**src/shared/ddr_gear_pkg.sv**
```systemverilog
// package: constants and types for the ddr gearbox block
package ddr_gear_pkg;
  // ----------------------------------------
  // bus map
  // ----------------------------------------
  localparam int         ADDR_W      = 4;
  localparam logic [3:0] OFS_CTRL    = 4'h0;
  localparam logic [3:0] OFS_STATUS  = 4'h4;
  localparam logic [3:0] OFS_RX_WORD = 4'h8;
  localparam logic [3:0] OFS_TX_WORD = 4'hc;
  // ----------------------------------------
  // control fields
  // ----------------------------------------
  localparam int         CTL_TX_GEAR   = 0;
  localparam int         CTL_RX_SEVEN  = 2;
  localparam int         CTL_LOOP_RST  = 3;
  localparam int         CTL_FREEZE    = 4;
  localparam int         CTL_UPDATE_N  = 5;
  localparam int         CTL_SENS_HIGH = 6;
  localparam int         CTRL_W        = 7;
  localparam logic [6:0] CTRL_RESET    = 7'h20;
  // ----------------------------------------
  // status fields
  // ----------------------------------------
  localparam int ST_LOCK     = 0;
  localparam int ST_RX_NEW   = 1;
  localparam int ST_TX_FRESH = 2;
  localparam int ST_CODE     = 8;
  localparam int ST_APPLIED  = 16;
  // ----------------------------------------
  // delay loop and gearing
  // ----------------------------------------
  localparam int         CODE_W       = 8;
  localparam int         PERIOD_W     = 10;
  localparam logic [2:0] LOCK_PERIODS = 3'd4;
  localparam logic [7:0] LOCK_TOL_LOW = 8'h01;
  localparam logic [2:0] LEN_FULL     = 3'd4;
  localparam logic [2:0] LEN_SHORT    = 3'd3;
  typedef enum logic [1:0] {gear_x1, gear_x2, gear_x4, gear_x7} tx_gear_t;
endpackage

```
**src/design/master_delay_loop.sv**
```systemverilog
// master delay loop: quarter period code from the sampled reference clock
`timescale 1ns/1ps
module master_delay_loop (
  // clock and reset
  input  wire logic                      i_sys_clk,
  input  wire logic                      i_sys_rst,
  // reference edge and controls
  input  wire logic                      i_ref_rise,
  input  wire logic                      i_loop_reset,
  input  wire logic                      i_freeze,
  input  wire logic                      i_code_update_n,
  input  wire logic                      i_sens_high,
  // code and lock
  output logic [ddr_gear_pkg::CODE_W-1:0] o_code,
  output logic [ddr_gear_pkg::CODE_W-1:0] o_delay_control_code,
  output logic                           o_lock
);
  import ddr_gear_pkg::*;

  typedef struct packed {
    logic [PERIOD_W-1:0] period;
    logic                primed;
    logic [CODE_W-1:0]   code;
    logic [CODE_W-1:0]   applied;
    logic [2:0]          match;
    logic                lock;
  } loop_t;

  loop_t             s;
  loop_t             next_s;
  logic [PERIOD_W-1:0] pinc;
  logic [CODE_W-1:0] quarter;
  logic [CODE_W-1:0] diff;
  logic [CODE_W-1:0] tol;

  // --------------------------------------------------------------
  // measurement and code tracking
  // --------------------------------------------------------------
  always_comb
  begin
    next_s  = s;
    pinc    = s.period + 10'h001;
    quarter = pinc[PERIOD_W-1:2];
    diff    = (quarter >= s.code) ? quarter - s.code : s.code - quarter;
    tol     = i_sens_high ? 8'h00 : LOCK_TOL_LOW;
    if (i_sys_rst)
      next_s = '0;
    else
    begin
      if (i_loop_reset)
      begin
        next_s.period = '0;
        next_s.primed = 1'b0;
        next_s.code   = '0;
        next_s.match  = '0;
        next_s.lock   = 1'b0;
      end
      else if (i_freeze)
        next_s.primed = 1'b0;
      else if (i_ref_rise)
      begin
        next_s.period = '0;
        next_s.primed = 1'b1;
        if (s.primed)
        begin
          next_s.code = quarter;
          if (diff <= tol)
          begin
            if (s.match != LOCK_PERIODS)
              next_s.match = s.match + 3'd1;
            if (s.match >= LOCK_PERIODS - 3'd1)
              next_s.lock = 1'b1;
          end
          else
          begin
            next_s.match = '0;
            next_s.lock  = 1'b0;
          end
        end
      end
      else if (s.period != '1)
        next_s.period = pinc;
      // code reaches the slave delays only while update is low
      if (!i_code_update_n)
        next_s.applied = s.code;
    end
  end

  // state register
  always_ff @(posedge i_sys_clk)
  begin
    s <= next_s;
  end

  // outputs straight from flops
  assign o_code               = s.code;
  assign o_delay_control_code = s.applied;
  assign o_lock               = s.lock;
endmodule // master_delay_loop

```
**src/design/ddr_io_gearbox_with_dll.sv**
```systemverilog
// ddr gearbox top: rx 1:8/1:7, tx x1/x2/x4/7:1, delay loop, avalon slave
`timescale 1ns/1ps
module ddr_io_gearbox_with_dll (
  // clock and reset
  input  wire logic                           i_sys_clk,
  input  wire logic                           i_sys_rst,
  // avalon-mm slave
  input  wire logic [ddr_gear_pkg::ADDR_W-1:0] i_avs_address,
  input  wire logic                           i_avs_read,
  input  wire logic                           i_avs_write,
  input  wire logic [31:0]                    i_avs_writedata,
  output logic      [31:0]                    o_avs_readdata,
  output logic                                o_avs_waitrequest,
  // link pins
  input  wire logic                           i_fast_edge_clock,
  input  wire logic                           i_rx_pin,
  output logic                                o_tx_pin,
  output logic                                o_delayed_clock,
  // fabric side
  output logic      [7:0]                     o_rx_word,
  output logic                                o_rx_word_valid,
  output logic                                o_lock
);
  import ddr_gear_pkg::*;

  typedef struct packed {
    logic [1:0]        clk_sync;
    logic              clk_prev;
    logic [1:0]        pin_sync;
    logic [CTRL_W-1:0] ctrl;
    logic              waitreq;
    logic [31:0]       rdata;
    logic [7:0]        dly_cnt;
    logic              dly_busy;
    logic              dly_target;
    logic              dly_level;
    logic [3:0]        rx_nib;
    logic [1:0]        rx_cnt;
    logic              rx_upper;
    logic [3:0]        rx_hold;
    logic [7:0]        rx_word;
    logic              rx_valid;
    logic              rx_new;
    logic              rx_first;
    logic [7:0]        tx_stage1;
    logic              tx_fresh;
    logic [7:0]        tx_hold;
    logic [3:0]        tx_nib;
    logic [1:0]        tx_cnt;
    logic [2:0]        tx_len;
    logic              tx_upper;
    logic              tx_phase;
    logic              tx_pin;
  } state_t;

  state_t            s;
  state_t            next_s;
  logic [CODE_W-1:0] code;
  logic [CODE_W-1:0] applied;
  logic              lock;
  logic              clk_edge;
  logic              clk_rise;
  logic              dly_fire;
  logic              tx_load;
  logic              req;
  logic              act;
  logic              seven;
  logic [2:0]        rx_len;
  logic [3:0]        nib;
  logic [31:0]       rd;
  logic              x1_bit;
  tx_gear_t          gear;

  // --------------------------------------------------------------
  // edge detection on the synchronised edge clock
  // --------------------------------------------------------------
  assign clk_edge = s.clk_sync[1] ^ s.clk_prev;
  assign clk_rise = s.clk_sync[1] & ~s.clk_prev;
  assign seven    = s.ctrl[CTL_RX_SEVEN];
  assign gear     = tx_gear_t'(s.ctrl[CTL_TX_GEAR +: 2]);
  assign x1_bit   = s.tx_stage1[s.tx_phase];

  // one loop instance feeds every slave delay in this block
  master_delay_loop u_loop (
    .i_sys_clk            (i_sys_clk),
    .i_sys_rst            (i_sys_rst),
    .i_ref_rise           (clk_rise),
    .i_loop_reset         (s.ctrl[CTL_LOOP_RST]),
    .i_freeze             (s.ctrl[CTL_FREEZE]),
    .i_code_update_n      (s.ctrl[CTL_UPDATE_N]),
    .i_sens_high          (s.ctrl[CTL_SENS_HIGH]),
    .o_code               (code),
    .o_delay_control_code (applied),
    .o_lock               (lock)
  );

  // --------------------------------------------------------------
  // next state
  // --------------------------------------------------------------
  always_comb
  begin
    next_s   = s;
    dly_fire = 1'b0;
    tx_load  = 1'b0;
    nib      = s.rx_nib;
    rx_len   = LEN_FULL;
    rd       = '0;
    req      = i_avs_read | i_avs_write;
    act      = req & ~s.waitreq;
    // pin inputs through two flops
    next_s.clk_sync = {s.clk_sync[0], i_fast_edge_clock};
    next_s.pin_sync = {s.pin_sync[0], i_rx_pin};
    next_s.clk_prev = s.clk_sync[1];
    next_s.rx_valid = 1'b0;

    // bus: one wait cycle, then the access is taken
    next_s.waitreq = ~(req & s.waitreq);
    rd[ST_LOCK]                = lock;
    rd[ST_RX_NEW]              = s.rx_new;
    rd[ST_TX_FRESH]            = s.tx_fresh;
    rd[ST_CODE +: CODE_W]      = code;
    rd[ST_APPLIED +: CODE_W]   = applied;
    if (req && s.waitreq)
    begin
      unique case (i_avs_address)
        OFS_CTRL:    next_s.rdata = {25'h0000000, s.ctrl};
        OFS_STATUS:  next_s.rdata = rd;
        OFS_RX_WORD: next_s.rdata = {24'h000000, s.rx_word};
        OFS_TX_WORD: next_s.rdata = {24'h000000, s.tx_stage1};
        default:     next_s.rdata = 32'h00000000;
      endcase
    end
    if (act && i_avs_read && i_avs_address == OFS_RX_WORD)
      next_s.rx_new = 1'b0;

    // slave clock delay: replay each edge after code cycles
    if (s.dly_busy)
    begin
      if (s.dly_cnt == 8'h00)
      begin
        next_s.dly_level = s.dly_target;
        next_s.dly_busy  = 1'b0;
        dly_fire         = 1'b1;
      end
      else
        next_s.dly_cnt = s.dly_cnt - 8'h01;
    end
    else if (clk_edge)
    begin
      if (applied == 8'h00)
      begin
        next_s.dly_level = s.clk_sync[1];
        dly_fire         = 1'b1;
      end
      else
      begin
        next_s.dly_cnt    = applied - 8'h01;
        next_s.dly_busy   = 1'b1;
        next_s.dly_target = s.clk_sync[1];
      end
    end

    // rx: capture on both delayed edges, two halves per word
    if (seven && s.rx_upper)
      rx_len = LEN_SHORT;
    if (dly_fire)
    begin
      nib[s.rx_cnt] = s.pin_sync[1];
      next_s.rx_nib = nib;
      if (s.rx_cnt == 2'd0 && !s.rx_upper)
        next_s.rx_first = s.pin_sync[1];
      if ({1'b0, s.rx_cnt} == rx_len - 3'd1)
      begin
        next_s.rx_cnt = 2'd0;
        if (!s.rx_upper)
        begin
          next_s.rx_hold  = nib;
          next_s.rx_upper = 1'b1;
        end
        else
        begin
          next_s.rx_word  = {nib[3] & ~seven, nib[2:0], s.rx_hold};
          next_s.rx_valid = 1'b1;
          next_s.rx_new   = 1'b1;
          next_s.rx_upper = 1'b0;
        end
      end
      else
        next_s.rx_cnt = s.rx_cnt + 2'd1;
    end

    // tx x1: system clock only, bit 0 then bit 1
    if (gear == gear_x1)
    begin
      next_s.tx_phase = ~s.tx_phase;
      next_s.tx_pin   = x1_bit;
      if (s.tx_phase)
        next_s.tx_fresh = 1'b0;
    end
    // tx geared: one bit per edge clock edge, edge rate set by partner
    else if (clk_edge)
    begin
      next_s.tx_pin = s.tx_nib[s.tx_cnt];
      if ({1'b0, s.tx_cnt} != s.tx_len - 3'd1)
        next_s.tx_cnt = s.tx_cnt + 2'd1;
      else
      begin
        next_s.tx_cnt = 2'd0;
        tx_load       = 1'b1;
        if (gear == gear_x2 || !s.tx_upper)
        begin
          next_s.tx_nib   = s.tx_hold[3:0];
          next_s.tx_len   = LEN_FULL;
          next_s.tx_upper = (gear != gear_x2);
          if (gear == gear_x2)
          begin
            next_s.tx_hold  = s.tx_stage1;
            next_s.tx_fresh = 1'b0;
          end
        end
        else
        begin
          if (gear == gear_x7)
          begin
            next_s.tx_nib = {1'b0, s.tx_hold[6:4]};
            next_s.tx_len = LEN_SHORT;
          end
          else
          begin
            next_s.tx_nib = s.tx_hold[7:4];
            next_s.tx_len = LEN_FULL;
          end
          next_s.tx_upper = 1'b0;
          next_s.tx_hold  = s.tx_stage1;
          next_s.tx_fresh = 1'b0;
        end
      end
    end

    // bus writes last, so a fresh word wins over the update clear
    if (act && i_avs_write)
    begin
      if (i_avs_address == OFS_CTRL)
        next_s.ctrl = i_avs_writedata[CTRL_W-1:0];
      if (i_avs_address == OFS_TX_WORD)
      begin
        next_s.tx_stage1 = i_avs_writedata[7:0];
        next_s.tx_fresh  = 1'b1;
      end
    end

    // synchronous reset to constants
    if (i_sys_rst)
    begin
      next_s         = '0;
      next_s.ctrl    = CTRL_RESET;
      next_s.waitreq = 1'b1;
      next_s.tx_len  = LEN_FULL;
    end
  end

  // state register
  always_ff @(posedge i_sys_clk)
  begin
    s <= next_s;
  end

  // --------------------------------------------------------------
  // outputs
  // --------------------------------------------------------------
  assign o_avs_readdata    = s.rdata;
  assign o_avs_waitrequest = s.waitreq;
  assign o_tx_pin          = s.tx_pin;
  assign o_delayed_clock   = s.dly_level;
  assign o_rx_word         = s.rx_word;
  assign o_rx_word_valid   = s.rx_valid;
  assign o_lock            = lock;
endmodule // ddr_io_gearbox_with_dll

```
**config.mk**
```make
export PLATFORM = sky130hd
export DESIGN_NAME = ddr_io_gearbox_with_dll
export DESIGN_NICKNAME = d
export VERILOG_FILES = /design/src/shared/ddr_gear_pkg.sv /design/src/design/master_delay_loop.sv /design/src/design/ddr_io_gearbox_with_dll.sv
export SDC_FILE = /design/constraint.sdc
export NUM_CORES = 1
export LEC_CHECK = 0
export ABC_AREA = 0
export BUFFER_PORTS_ARGS = -buffer_cell sky130_fd_sc_hd__buf_2
export CORE_ASPECT_RATIO = 0.6
export CORE_MARGIN = 10
export CORE_UTILIZATION = 45
export CTS_CLUSTER_DIAMETER = 30
export DETAILED_ROUTE_END_ITERATION = 8
export RECOVER_POWER = 50
export SLEW_MARGIN = 10
export SYNTH_ARGS = -nofsm -noshare
export SYNTH_HDL_FRONTEND = slang
export SYNTH_HIERARCHICAL = 1
export SYNTH_SLANG_ARGS = --single-unit
```
**constraint.sdc**
```tcl
create_clock -name i_sys_clk -period 4 [get_ports i_sys_clk]
set_input_delay 0.6 -clock i_sys_clk [delete_from_list [all_inputs] [get_ports i_sys_clk]]
set_output_delay 0.6 -clock i_sys_clk [all_outputs]
set_load 0.01 [all_outputs]
```
==> impl_metrics.json <==
{
  "fin_crit_ns": 3.422,
  "post_drt_via_cell_ratio": 5.522,
  "first_pass_iters": 6,
  "cts_root_buf": "clkbuf_16",
  "cts_buffer_depth": 2,
  "worstPathArrival_ns": 3.76,
  "cts_max_level": 4,
  "core_sq_mm": 0.01520,
  "synth_warnings": 6,
  "drtIter0Drc": 466,
  "timing.rr.end": "u_loop/o_lock",
  "grt_max_degree": 60,
  "path_clk_slew_ns": 0.06,
  "leakagePower_nw": 2.880,
  "cts_resized": 0,
  "grt_use_met1_pct": 23.81,
  "p_per_area_mw_per_mm2": 400.1,
  "gp_congestion": 0.8665,
  "place_hpwl_um": 12710,
  "status": "finished with violations",
  "cts_setup_buffers": 0,
  "setup_viol_count_final": 0,
  "postSynthAreaPerCell_sq_um": 8.744,
  "maxCapViolations": 2,
  "hold_path.class": "primary input to flop",
  "hold_path_depth": 2,
  "ff2ff_setup_slack_ns": 0.58,
  "clk_latency_ns": 0.42,
  "critPathKind": "flop to flop",
  "grt_usage_pct": 16.06,
  "vias": 5500,
  "slew_viol_final": 0,
  "overflow": 0,
  "cts_buffers": 17,
  "grt_pass1_vias": 5090,
  "synth_seq_area_share_pct": 37.00,
  "cts.sinks": 128,
  "violations": "max-capacitance violations",
  "fin_setup_tns_ns": 0,
  "io_pins": 87,
  "drive_above_1_share_pct": 11.10,
  "port_buffers": 54,
  "die_area_sq_mm": 0.02091,
  "fill_cells": 1428,
  "placementRows": 35,
  "whs_endpoint": "s[105]",
  "layout.nets": 851,
  "finalHoldViolCount": 0,
  "r2r_start": "u_loop/s[21]",
  "hold_buffers": 0,
  "initial_core_util_pct": 45.57,
  "grt_busiest_layer": "met1",
  "die_x_um": 180.2,
  "insertedDiodeCount": 0,
  "die_h_um": 116.1,
  "worstMarginPinSlew_ns": 1.495,
  "relSlewSlack_pct": 0.3039,
  "cts_tree": "done",
  "antenna_left": 0,
  "antenna_found_initial": 0,
  "crit_path_start_kind": "flop",
  "synth_seq_cells": 128,
  "r2r_cells": 13,
  "ys_async_sr_fraction_pct": 0,
  "skew_ns": 0.01221,
  "worst-path-max-fanout": 12,
  "synth-main-ff-cell": "dfxtp_1",
  "fmax_ghz": 0.2922,
  "synth_edf_count": 0,
  "syn_to_final_growth_pct": 6.992,
  "drc": 0,
  "cp-end-kind": "flop",
  "fin_crit_sh_pct": 85.56,
  "worstHoldStart": "i_fast_edge_clock",
  "rsz0062_at_grt": "no",
  "ir_worst_vdd_mv": 0.2700,
  "met2_usage_pct": 22.40,
  "final_util_pct": 48.76,
  "wire_per_inst_um": 17.24,
  "netlist_area_sq_mm": 0.006925,
  "grt_pass1_wl_um": 27210,
  "cp.required_ns": 4.34,
  "postSynthCellCount": 792,
  "ys_types": 82,
  "grt_util_met3_pct": 3.775,
  "drt-total-wl_um": 17170
}
per-layer routing:
layer	wire length [um]	vias up
met5	0	-
met4	103	0
met3	1113	9
met2	6930	184
met1	9024	2606
li1	-	2701
sequential cells by signal (all words and copies together), names as in the netlist:
signal                       count
o_delayed_clock                  1
u_loop/o_delay_control_code      8
o_tx_pin                         1
rd                               2
u_loop/o_code                    8
o_avs_waitrequest                1
u_loop/s                        14
o_rx_word                        8
o_avs_readdata                  24
s                               57
gear                             2
u_loop/o_lock                    1
o_rx_word_valid                  1
how the worst max path moves through the flow:
| stage | depth (start not counted) | slack, ns | from | end |
|---|---|---|---|---|
| final | 13 | 0.58 | u_loop/s[21] | u_loop/o_lock |
| after floorplan | 14 | 1.07 | u_loop/s[21] | u_loop/o_lock |
| after detailed placement | 13 | 0.60 | u_loop/s[21] | u_loop/o_lock |
| after CTS | 13 | 0.57 | u_loop/s[21] | u_loop/o_lock |
| after global routing | 13 | 0.25 | u_loop/s[21] | u_loop/o_lock |
| after global placement | 14 | 0.66 | u_loop/s[21] | u_loop/o_lock |
cells in the mapped netlist (4+ instances only):
cell / instances / share of area, %
clkbuf_1: 27 / 1.5
nand3_1: 17 / 1.2
nor4b_1: 4 / 0.51
o21ai_0: 16 / 1.2
xnor2_1: 7 / 0.89
dfxtp_1: 128 / 37
o21ai_1: 18 / 1.3
a21oi_1: 38 / 2.7
or3_1: 4 / 0.36
buf_6: 4 / 0.65
o22ai_1: 6 / 0.54
a311oi_1: 5 / 0.63
nor2_1: 114 / 6.2
a31oi_1: 7 / 0.63
nand3b_1: 4 / 0.43
nand2b_1: 11 / 0.99
mux4_2: 4 / 1.3
a22o_1: 4 / 0.51
buf_2: 6 / 0.43
ha_1: 27 / 4.9
mux2i_1: 51 / 7.4
nand2_1: 41 / 2.2
buf_4: 59 / 6.4
nor3_1: 17 / 1.2
mux2_2: 8 / 1.3
a211oi_1: 11 / 1.2
xor2_1: 6 / 0.76
inv_1: 38 / 2.1
nor4_1: 5 / 0.45
nor2b_1: 9 / 0.81
a22oi_1: 23 / 2.5
kinds of logic (layout without fill, tap and decap cells):
family / after synthesis / after routing / synth area share, %
xor+xnor: 13 / 13 / 1.644
fa+ha+maj: 29 / 29 / 5.456
flops: 128 / 128 / 37.00
buf+inv: 136 / 130 / 11.11
other cells: 1 / 8 / 0.05415
compound gates: 165 / 165 / 16.40
simple gates: 257 / 257 / 18.36
mux: 63 / 63 / 9.973
layout make-up:
cell class | instances | area [sq um] | area share [%]
Timing Repair Buffer | 60 | 260.3 | 3.512
Multi-Input combinational cell | 535 | 3626 | 48.94
Clock buffer | 17 | 425.4 | 5.741
Sequential cell | 128 | 2562 | 34.58
Tap cell | 203 | 254.0 | 3.428
Clock inverter | 15 | 138.9 | 1.874
Inverter | 38 | 142.6 | 1.925
critical path, stage by stage (launching register included):
cell and delay, ns:
dfxtp_1 0.39, ha_1 0.26, nand3_2 0.13, nor2_2 0.19
and3_4 0.23, xnor2_1 0.16, inv_1 0.07, ha_1 0.50
o21ai_1 0.17, a2111oi_2 0.31, o211ai_1 0.17, nor4b_2 0.47
nor3_1 0.12, nor3_2 0.16
cells in the final DEF (no fill, tap or decap), types with 4 or more instances in the layout:
| master | Yosys | final |
|---|---|---|
| a211oi_1 | 11 | 11 |
| a21oi_1 | 38 | 38 |
| a22o_1 | 4 | 4 |
| a22oi_1 | 23 | 23 |
| a311oi_1 | 5 | 5 |
| a31oi_1 | 7 | 7 |
| buf_2 | 6 | 15 |
| buf_4 | 59 | 4 |
| clkbuf_1 | 27 | 40 |
| clkbuf_16 | 0 | 17 |
| conb_1 | 1 | 8 |
| dfxtp_1 | 128 | 128 |
| ha_1 | 27 | 27 |
| inv_1 | 38 | 38 |
| inv_6 | 0 | 7 |
| inv_8 | 0 | 4 |
| mux2_2 | 8 | 8 |
| mux2i_1 | 51 | 51 |
| mux4_2 | 4 | 4 |
| nand2_1 | 41 | 41 |
| nand2b_1 | 11 | 11 |
| nand3_1 | 17 | 17 |
| nand3b_1 | 4 | 4 |
| nor2_1 | 114 | 114 |
| nor2b_1 | 9 | 9 |
| nor3_1 | 17 | 17 |
| nor4_1 | 5 | 5 |
| nor4b_1 | 4 | 4 |
| o21ai_0 | 16 | 17 |
| o21ai_1 | 18 | 17 |
| o22ai_1 | 6 | 6 |
| or3_1 | 4 | 4 |
| xnor2_1 | 7 | 7 |
| xor2_1 | 6 | 6 |
per-stage QoR:
| stage | total power, W | cell area [sq um] | hold WS (ns) | setup slack, ns | std cells |
|---|---|---|---|---|---|
| 6_report | 0.002964 | 7410 | 0.3918 | 0.5776 | 996 |
| 5_1_grt | 0.003064 | 7410 | 0.3919 | 0.2545 | 996 |
| 4_1_cts | 0.002984 | 7468 | 0.3836 | 0.5685 | 996 |
| 3_5_place_dp | 0.001506 | 6904 | 0.4237 | 0.5988 | 964 |
| 3_3_place_gp | 0.001501 | 6904 | 0.4278 | 0.6575 | 964 |
| 2_1_floorplan | 0.001460 | 6952 | 0.4138 | 1.069 | 799 |
where the power goes:
| group | switching (W) | internal, W |
|---|---|---|
| sequential | 0.0000135 | 0.00129 |
| combinational | 0.000115 | 0.0000627 |
| clock | 0.000663 | 0.000824 |
| total | 0.000791 | 0.00217 |
(Power assumes the default switching activity.)
